<file path="src/rtl/flash_ctrl_pkg.sv">
// constants and types for the flash self-programming controller
// Behaviour
// [RULE_01] rows hold 64 words, 192 bytes
// [RULE_02] page erase covers eight rows, 512 words
// [RULE_03] pages and rows aligned from address zero
// [RULE_04] 64-word holding buffer loaded within one row
// [RULE_05] target address is page joined to offset
// [RULE_06] low table access covers bits 15 to 0
// [RULE_07] high table access covers bits 23 to 16
// [RULE_08] buffer loads are quick single-word writes
// [RULE_09] 64 load pairs per row, one cycle each
// [RULE_10] start needs keys 55h then AAh consecutively
// [RULE_11] operation lasts 4 ms, processor stalled
// [RULE_12] start bit 15 begins, hardware clears it
// [RULE_13] software can set start, never clear it
// [RULE_14] program enable bit 14 gates operations
// [RULE_15] fault bit 13 set on improper start
// [RULE_16] erase bit 6 picks erase or program
// [RULE_17] erase codes: bulk, segments, page, config byte
// [RULE_18] program codes: word, row, config byte
// [RULE_19] other operation codes do nothing; here they send no array command but still stall for the operation time
// [RULE_20] control bits cleared only by power-on reset
// [RULE_21] key register write-only, reads as zero
// [RULE_22] unused control bits read as zero
// [RULE_23] software erases page before programming a row
// [RULE_24] software follows start with two no-ops
// [RULE_25] intervening write discards partial unlock
// [RULE_26] fault cleared when a proper operation starts
package flash_ctrl_pkg;
    localparam int ROW_WORDS = 64;
    localparam int ROW_BYTES = 192;
    localparam int PAGE_ROWS = 8;
    localparam int PAGE_WORDS = 512;
    localparam int PAGE_BYTES = 1536;
    localparam logic [5:0] ADR_CONTROL = 6'h00;
    localparam logic [5:0] ADR_KEY = 6'h04;
    localparam logic [5:0] ADR_PAGE = 6'h08;
    localparam logic [5:0] ADR_OFFSET = 6'h0C;
    localparam logic [5:0] ADR_STORE_LOW = 6'h10;
    localparam logic [5:0] ADR_STORE_HIGH = 6'h14;
    localparam logic [5:0] ADR_FETCH_LOW = 6'h18;
    localparam logic [5:0] ADR_FETCH_HIGH = 6'h1C;
    localparam logic [5:0] ADR_STATUS = 6'h20;
    localparam int BIT_START = 15;
    localparam int BIT_ENABLE = 14;
    localparam int BIT_FAULT = 13;
    localparam int BIT_ERASE = 6;
    localparam logic [7:0] KEY_FIRST = 8'h55;
    localparam logic [7:0] KEY_SECOND = 8'hAA;
    localparam logic [3:0] OP_BULK = 4'hF;
    localparam logic [3:0] OP_SEG_GEN = 4'hD;
    localparam logic [3:0] OP_SEG_SEC = 4'hC;
    localparam logic [3:0] OP_WORD = 4'h3;
    localparam logic [3:0] OP_PAGE = 4'h2;
    localparam logic [3:0] OP_ROW = 4'h1;
    localparam logic [3:0] OP_CFG = 4'h0;
    localparam logic [15:0] CONTROL_RESET = 16'h0000;
    localparam int CLK_MHZ = 200;
    localparam int OP_TIME_US = 4000;
    localparam int OP_CYCLES = OP_TIME_US * CLK_MHZ;
    typedef enum logic [3:0] {
        ACT_NONE, ACT_BULK, ACT_SEG_GEN, ACT_SEG_SEC, ACT_PAGE, ACT_CFG_ERASE,
        ACT_WORD, ACT_ROW, ACT_CFG_PROG
    } action_t;
    typedef struct packed {
        logic [23:0] addr;
        action_t action;
        logic go;
    } flash_cmd_t;
    typedef struct packed {
        logic [7:0] high;
        logic [15:0] low;
    } prog_word_t;
endpackage

</file>
<file path="src/rtl/flash_self_program_ctrl.sv">
// wishbone-attached flash self-programming sequencer
`timescale 1ns/1ps
module flash_self_program_ctrl #(
    parameter int OP_CYCLES_P = flash_ctrl_pkg::OP_CYCLES
) (
    input wire logic sys_clk, // system clock, 200 MHz
    input wire logic sys_rst, // power-on reset, async, high
    input wire logic [5:0] wb_adr_i, // byte address
    input wire logic [31:0] wb_dat_i, // write data
    output logic [31:0] wb_dat_o, // read data
    input wire logic [3:0] wb_sel_i, // byte lanes
    input wire logic wb_we_i, // write strobe
    input wire logic wb_cyc_i, // cycle
    input wire logic wb_stb_i, // strobe
    output logic wb_ack_o, // acknowledge
    input wire logic [23:0] arrayData, // word read from array at arrayAddr
    input wire logic arrayDone, // array finished early (optional)
    output flash_ctrl_pkg::flash_cmd_t arrayCmd, // command to array
    output logic [23:0] arrayAddr, // array read/target address
    output flash_ctrl_pkg::prog_word_t bufWord, // buffer word at bufIndex
    input wire logic [5:0] bufIndex, // array reads buffer here
    output logic cpuStall // processor held while busy
);
    import flash_ctrl_pkg::*;

    logic [15:0] controlReg, controlNext;
    logic [7:0] pageReg, pageNext;
    logic [15:0] offsetReg, offsetNext;
    logic keyArmedReg, keyArmedNext;
    logic keyFirstReg, keyFirstNext;
    logic busyReg, busyNext;
    logic [31:0] timerReg, timerNext;
    logic ackReg, ackNext;
    logic [31:0] rdReg, rdNext;
    flash_cmd_t cmdReg, cmdNext;
    prog_word_t buffer [ROW_WORDS];
    prog_word_t bufWordReg;
    logic [23:0] arrayAddrReg;
    logic [31:0] rdData;

    // decode of the operation field against erase/program
    function automatic action_t decode(input logic erase, input logic [3:0] op);
        action_t a;
        a = ACT_NONE;
        if (erase) begin // see [RULE_16]
            unique case (op) // see [RULE_17]
                OP_BULK: a = ACT_BULK;
                OP_SEG_GEN: a = ACT_SEG_GEN;
                OP_SEG_SEC: a = ACT_SEG_SEC;
                OP_PAGE: a = ACT_PAGE;
                OP_CFG: a = ACT_CFG_ERASE;
                default: a = ACT_NONE; // see [RULE_19]
            endcase
        end else begin
            unique case (op) // see [RULE_18]
                OP_WORD: a = ACT_WORD;
                OP_ROW: a = ACT_ROW;
                OP_CFG: a = ACT_CFG_PROG;
                default: a = ACT_NONE; // see [RULE_19]
            endcase
        end
        return a;
    endfunction

    // align target to page, row or word start, counted from zero
    function automatic logic [23:0] align(input action_t a, input logic [23:0] addr);
        logic [23:0] wordIdx;
        wordIdx = {1'b0, addr[23:1]};
        if (a == ACT_PAGE) begin // see [RULE_03]
            align = {addr[23:10], 10'h000}; // see [RULE_02]
        end else if (a == ACT_ROW) begin
            align = {addr[23:7], 7'h00}; // see [RULE_01]
        end else begin
            align = {wordIdx[22:0], 1'b0};
        end
    endfunction

    wire access = wb_cyc_i && wb_stb_i && !ackReg;
    wire wr = access && wb_we_i;
    wire [23:0] target = {pageReg, offsetReg}; // see [RULE_05]
    wire [5:0] slot = offsetReg[6:1]; // see [RULE_04]

    // read multiplexer
    always_comb begin
        rdData = 32'h0000_0000;
        unique case (wb_adr_i)
            ADR_CONTROL: rdData = {16'h0000, controlReg}; // see [RULE_22]
            ADR_KEY: rdData = 32'h0000_0000; // see [RULE_21]
            ADR_PAGE: rdData = {24'h000000, pageReg};
            ADR_OFFSET: rdData = {16'h0000, offsetReg};
            ADR_FETCH_LOW: rdData = {16'h0000, arrayData[15:0]}; // see [RULE_06]
            ADR_FETCH_HIGH: rdData = {24'h000000, arrayData[23:16]}; // see [RULE_07]
            ADR_STATUS: rdData = {31'h0, busyReg};
            default: rdData = 32'h0000_0000;
        endcase
    end

    // register, unlock and sequencer next state
    always_comb begin
        logic [15:0] w;
        action_t act;
        w = wb_dat_i[15:0];
        act = ACT_NONE;
        controlNext = controlReg;
        pageNext = pageReg;
        offsetNext = offsetReg;
        keyArmedNext = keyArmedReg;
        keyFirstNext = keyFirstReg;
        busyNext = busyReg;
        timerNext = timerReg;
        ackNext = access; // one wait state, dropped next cycle
        rdNext = access ? rdData : rdReg;
        cmdNext = cmdReg;
        cmdNext.go = 1'b0;
        if (busyReg) begin
            // bus writes are still acked but the cpu is stalled
            if (timerReg == 32'd1 || arrayDone) begin
                busyNext = 1'b0;
                controlNext[BIT_START] = 1'b0; // see [RULE_12]
            end
            timerNext = timerReg - 32'd1;
        end else if (wr) begin
            // any write other than the second key breaks the unlock
            keyFirstNext = 1'b0; // see [RULE_25]
            if (wb_adr_i != ADR_CONTROL) begin
                keyArmedNext = 1'b0;
            end
            unique case (wb_adr_i)
                ADR_KEY: if (wb_sel_i[0]) begin
                    if (wb_dat_i[7:0] == KEY_FIRST) begin // see [RULE_10]
                        keyFirstNext = 1'b1;
                    end else if (keyFirstReg && wb_dat_i[7:0] == KEY_SECOND) begin
                        keyArmedNext = 1'b1;
                    end
                end
                ADR_PAGE: if (wb_sel_i[0]) pageNext = wb_dat_i[7:0];
                ADR_OFFSET: begin
                    if (wb_sel_i[0]) offsetNext[7:0] = wb_dat_i[7:0];
                    if (wb_sel_i[1]) offsetNext[15:8] = wb_dat_i[15:8];
                end
                ADR_CONTROL: begin
                    if (wb_sel_i[0]) begin
                        controlNext[BIT_ERASE] = w[BIT_ERASE];
                        controlNext[3:0] = w[3:0];
                    end
                    if (wb_sel_i[1]) begin
                        controlNext[BIT_ENABLE] = w[BIT_ENABLE];
                        controlNext[BIT_FAULT] = w[BIT_FAULT];
                        keyArmedNext = 1'b0;
                        if (w[BIT_START]) begin // see [RULE_13]
                            act = decode(wb_sel_i[0] ? w[BIT_ERASE] : controlReg[BIT_ERASE],
                                wb_sel_i[0] ? w[3:0] : controlReg[3:0]);
                            if (keyArmedReg && w[BIT_ENABLE]) begin // see [RULE_14]
                                controlNext[BIT_START] = 1'b1;
                                controlNext[BIT_FAULT] = 1'b0; // see [RULE_26]
                                busyNext = 1'b1;
                                timerNext = 32'(OP_CYCLES_P); // see [RULE_11]
                                cmdNext.go = (act != ACT_NONE);
                                cmdNext.action = act;
                                cmdNext.addr = align(act, target);
                            end else begin
                                controlNext[BIT_FAULT] = 1'b1; // see [RULE_15]
                            end
                        end
                    end
                end
                default: ;
            endcase
        end
    end

    // holding buffer loads, single-cycle writes
    always_ff @(posedge sys_clk) begin
        if (wr && !busyReg && wb_adr_i == ADR_STORE_LOW) begin // see [RULE_08]
            if (wb_sel_i[0]) buffer[slot].low[7:0] <= wb_dat_i[7:0]; // see [RULE_06]
            if (wb_sel_i[1]) buffer[slot].low[15:8] <= wb_dat_i[15:8];
        end
        if (wr && !busyReg && wb_adr_i == ADR_STORE_HIGH && wb_sel_i[0]) begin
            buffer[slot].high <= wb_dat_i[7:0]; // see [RULE_07] [RULE_09]
        end
        bufWordReg <= buffer[bufIndex];
        arrayAddrReg <= busyReg ? cmdReg.addr : target;
    end

    // control state, cleared only by power-on reset
    always_ff @(posedge sys_clk or posedge sys_rst) begin
        if (sys_rst) begin
            controlReg <= CONTROL_RESET; // see [RULE_20]
            pageReg <= 8'h00;
            offsetReg <= 16'h0000;
            keyArmedReg <= 1'b0;
            keyFirstReg <= 1'b0;
            busyReg <= 1'b0;
            timerReg <= 32'h0000_0000;
            ackReg <= 1'b0;
            rdReg <= 32'h0000_0000;
            cmdReg <= '0;
        end else begin
            controlReg <= controlNext;
            pageReg <= pageNext;
            offsetReg <= offsetNext;
            keyArmedReg <= keyArmedNext;
            keyFirstReg <= keyFirstNext;
            busyReg <= busyNext;
            timerReg <= timerNext;
            ackReg <= ackNext;
            rdReg <= rdNext;
            cmdReg <= cmdNext;
        end
    end

    assign wb_ack_o = ackReg;
    assign wb_dat_o = rdReg;
    assign arrayCmd = cmdReg;
    assign arrayAddr = arrayAddrReg;
    assign bufWord = bufWordReg;
    assign cpuStall = busyReg; // see [RULE_11]
endmodule

</file>
<file path="config.mk">
export PLATFORM = sky130hd
export DESIGN_NAME = flash_self_program_ctrl
export DESIGN_NICKNAME = d
export VERILOG_FILES = /design/src/rtl/flash_ctrl_pkg.sv /design/src/rtl/flash_self_program_ctrl.sv
export SDC_FILE = /design/constraint.sdc
export NUM_CORES = 2
export LEC_CHECK = 0
export BUFFER_PORTS_ARGS = -buffer_cell sky130_fd_sc_hd__buf_2
export CORE_MARGIN = 10
export CORE_UTILIZATION = 56
export CTS_CLUSTER_DIAMETER = 30
export DETAILED_ROUTE_END_ITERATION = 6
export PLACE_DENSITY = 0.86
export SYNTH_ARGS = -nofsm -noshare
export SYNTH_HDL_FRONTEND = slang
export SYNTH_SLANG_ARGS = --single-unit
</file>
<file path="constraint.sdc">
create_clock -name sys_clk -period 3.52 [get_ports sys_clk]
set_input_delay 0.528 -clock sys_clk [delete_from_list [all_inputs] [get_ports sys_clk]]
set_output_delay 0.528 -clock sys_clk [all_outputs]
set_load 0.02 [all_outputs]
</file>
==> run summary <==
first-pass GRT wire length: 295,000 microns
Crit Path Max Fanout: 12
synthesized flop and latch total: 1,696
worst reg2reg endpoint: buffer[9][4]
final core utilization: 68.6%
CORE AREA: 0.118 sq mm
Remaining Overflow, GRT: 0
Yosys cell types: 67
die area: 0.133 sq mm
CTS buffer count: 292
row cnt: 126
FF-to-FF path depth: 4
Worst Tran Pin Value: 1.49 ns
asr flop ratio synth: 6.60%
Synth Instances: 3,576
DR pass1 iterations: 7
Root Buffer: clkbuf_16
Power Density: 655 mW/mm^2
Setup TNS Final: 0 ns
GRT Util Overall: 30.5%
number of synthesized flops with an enable pin: 1,536
routed length per instance: 34.2 microns
critical path class: flip-flop to flip-flop
status: finished clean
Hold Path Class: input pin to flip-flop
Bufs on Longest Clock Path: 4
Post-DP HPWL: 108,000 microns
Worst Setup End Kind: flip-flop
Detail Route Antenna Nets: 0
die height: 365 microns
antenna violations before repair: 20
time the worst path needs with I/O delays and setup: 3.21 ns
Top FF cell, synth: edfxtp_1
clk_lat worst skew: 0.90 ns
RSZ-0062 raised after global routing: no
cts repair resizes: 0
Initial Util: 56.4%
final setup violation count: 0
Final Cycle Share: 91.2%
hold path depth: 3
Max-cap violations: 0
nets@finish: 4,214
peak supply drop: 0.611 mV
DRC marker count from the first detailed-route iteration: 7,361
CTS Sinks: 1,696
TritonCTS clock tree: yes
warnings from Yosys: 0
PortBufs: 153
setup slack, reg-to-reg: 0.31 ns
Final Max Slew Viols: 0
Post-Syn Area: 0.0665 sq mm
startpoint type of the worst setup path: flip-flop
clock skew: 0.0722 ns
vias post-DR: 40,900
vias in the first global route: 42,700
drc violations: 0
CTS Hold Bufs: 9
Hold EP: wb_dat_o[13]
Avg Cell Area, Syn: 18.6 sq um
die width: 365 microns
cell leakage power: 28.3 nW
io pins: 189
share of layout cells above drive strength 1: 31.3%
DR vias/cell: 6.94
slew margin rel.: 0.441%
Worst R2R Start: offsetReg[4]
GPL Wtd Cong: 0.899
Worst Hold Launch: arrayData[13]
WP data arrival: 3.82 ns
final hold violations: 0
largest net degree at the start of global routing: 134
postcts setup bufs: 0
Max Fclk: 312 MHz
CTS HTree Levels: 5
synthesis-to-layout area growth: 21.7%
register area share after synthesis: 75.0%
WL final: 202,000 microns
Reg clk slew, reported paths: 0.06 ns
Crit path required time: 4.13 ns
[layer usage]
layer / track usage (%) / wire length, microns / vias up
met1: 35.9 / 62100 / 20100
met4: 16.7 / 13200 / 26
li1: - / - / 15500
met3: 9.99 / 28800 / 1011
met5: 0 / 179 / -
met2: 49.6 / 97500 / 4267
[registers in the layout, summed over array words and instances, names as in the netlist, 8 cells and up]
signal,cells
bufWord,24
pageReg,8
arrayAddr,24
timerReg,32
wb_dat_o,16
offsetReg,16
arrayCmd,28
controlReg,8
buffer,1536
[worst max path at each step]
| stage | start | endpoint | slack, ns | cells past startpoint |
|---|---|---|---|---|
| floorplan | sys_rst | arrayCmd[0] | 0.03 | 1 |
| global placement | bufIndex[1] | bufWord[1] | 0.52 | 7 |
| detailed placement | bufIndex[1] | bufWord[1] | 0.46 | 7 |
| CTS | offsetReg[4] | buffer[9][4] | 0.51 | 4 |
| global route | offsetReg[4] | buffer[10][1] | 0.36 | 4 |
| finish | offsetReg[4] | buffer[9][4] | 0.31 | 4 |
[cell families after synthesis]
group	Yosys count	synth area share, %
xor+xnor	15	0.198
simple gates	661	4.50
compound gates	332	3.49
fa+ha+maj	2	0.0376
mux	629	15.1
flops	1696	75.0
other cells	1	0.00564
buf+inv	240	1.61
[where the power goes]
group | internal, W | switching, W
sequential | 0.0220 | 0.0000891
combinational | 0.000726 | 0.00144
clock | 0.0185 | 0.0103
[synth_stat cells, types with 16 or more instances]
library cell / count / area [sq um]
a221oi_1: 61 / 534
o21ai_1: 34 / 170
nand3_1: 41 / 205
nand2_1: 246 / 923
edfxtp_1: 1536 / 46100
dfrtp_1: 112 / 2800
o21ai_0: 52 / 260
a32oi_1: 16 / 140
mux2_1: 29 / 327
mux4_2: 288 / 6490
dfxtp_1: 48 / 961
clkbuf_1: 117 / 439
nor2_1: 237 / 890
mux2_2: 104 / 1170
buf_2: 60 / 300
buf_1: 31 / 116
a31oi_1: 26 / 163
a21oi_1: 40 / 200
a22oi_1: 39 / 293
buf_4: 24 / 180
mux2i_1: 208 / 2080
and3_1: 33 / 206
[through the flow]
step / worst slack, ns / instance area [sq um] / hold WS (ns) / power [W] / cells
finish: 0.311 / 80900 / 0.0459 / 0.0530 / 5892
global route: 0.357 / 80900 / 0.0681 / 0.0539 / 5890
CTS: 0.509 / 80900 / 0.0315 / 0.0529 / 5890
detailed placement: 0.464 / 71000 / 0.460 / 0.0245 / 5367
global placement: 0.521 / 71000 / 0.455 / 0.0244 / 5367
floorplan: 0.0330 / 66600 / 0.436 / 0.0235 / 3592
[critical path, cell delays in order, from the launching register on]
cell	delay, ns
dfrtp_1	1.04
nor3b_1	0.85
nand2_1	0.41
nor2_1	0.37
buf_4	0.25
[layout by cell type, fill, tap and decap left out, types with 17 or more instances in the layout]
cell / n
a21oi_1: 40
a221oi_1: 61
a22oi_1: 39
a31oi_1: 26
and3_1: 33
buf_12: 23
buf_2: 140
buf_4: 306
bufinv_16: 39
clkbuf_1: 27
clkbuf_16: 295
clkinv_2: 40
clkinv_4: 23
clkinvlp_4: 29
conb_1: 17
dfrtp_1: 112
dfxtp_1: 48
edfxtp_1: 1536
inv_6: 26
mux2_1: 29
mux2_2: 104
mux2i_1: 208
mux4_2: 288
nand2_1: 246
nand3_1: 38
nor2_1: 235
o21ai_0: 51
o21ai_1: 35
[area by class of cell]
| class | count | area (sq um) |
|---|---|---|
| flip-flops and latches | 1696 | 49900 |
| fillers | 6334 | 37000 |
| multi-input cells | 1656 | 15600 |
| clock buffers | 329 | 7580 |
| repair buffers | 481 | 3590 |
| clock inverters | 185 | 2280 |
| well taps | 1536 | 1920 |
| inverters | 7 | 28.8 |
| diodes | 2 | 5.00 |
No activity file was read; power rests on OpenSTA's default activity.
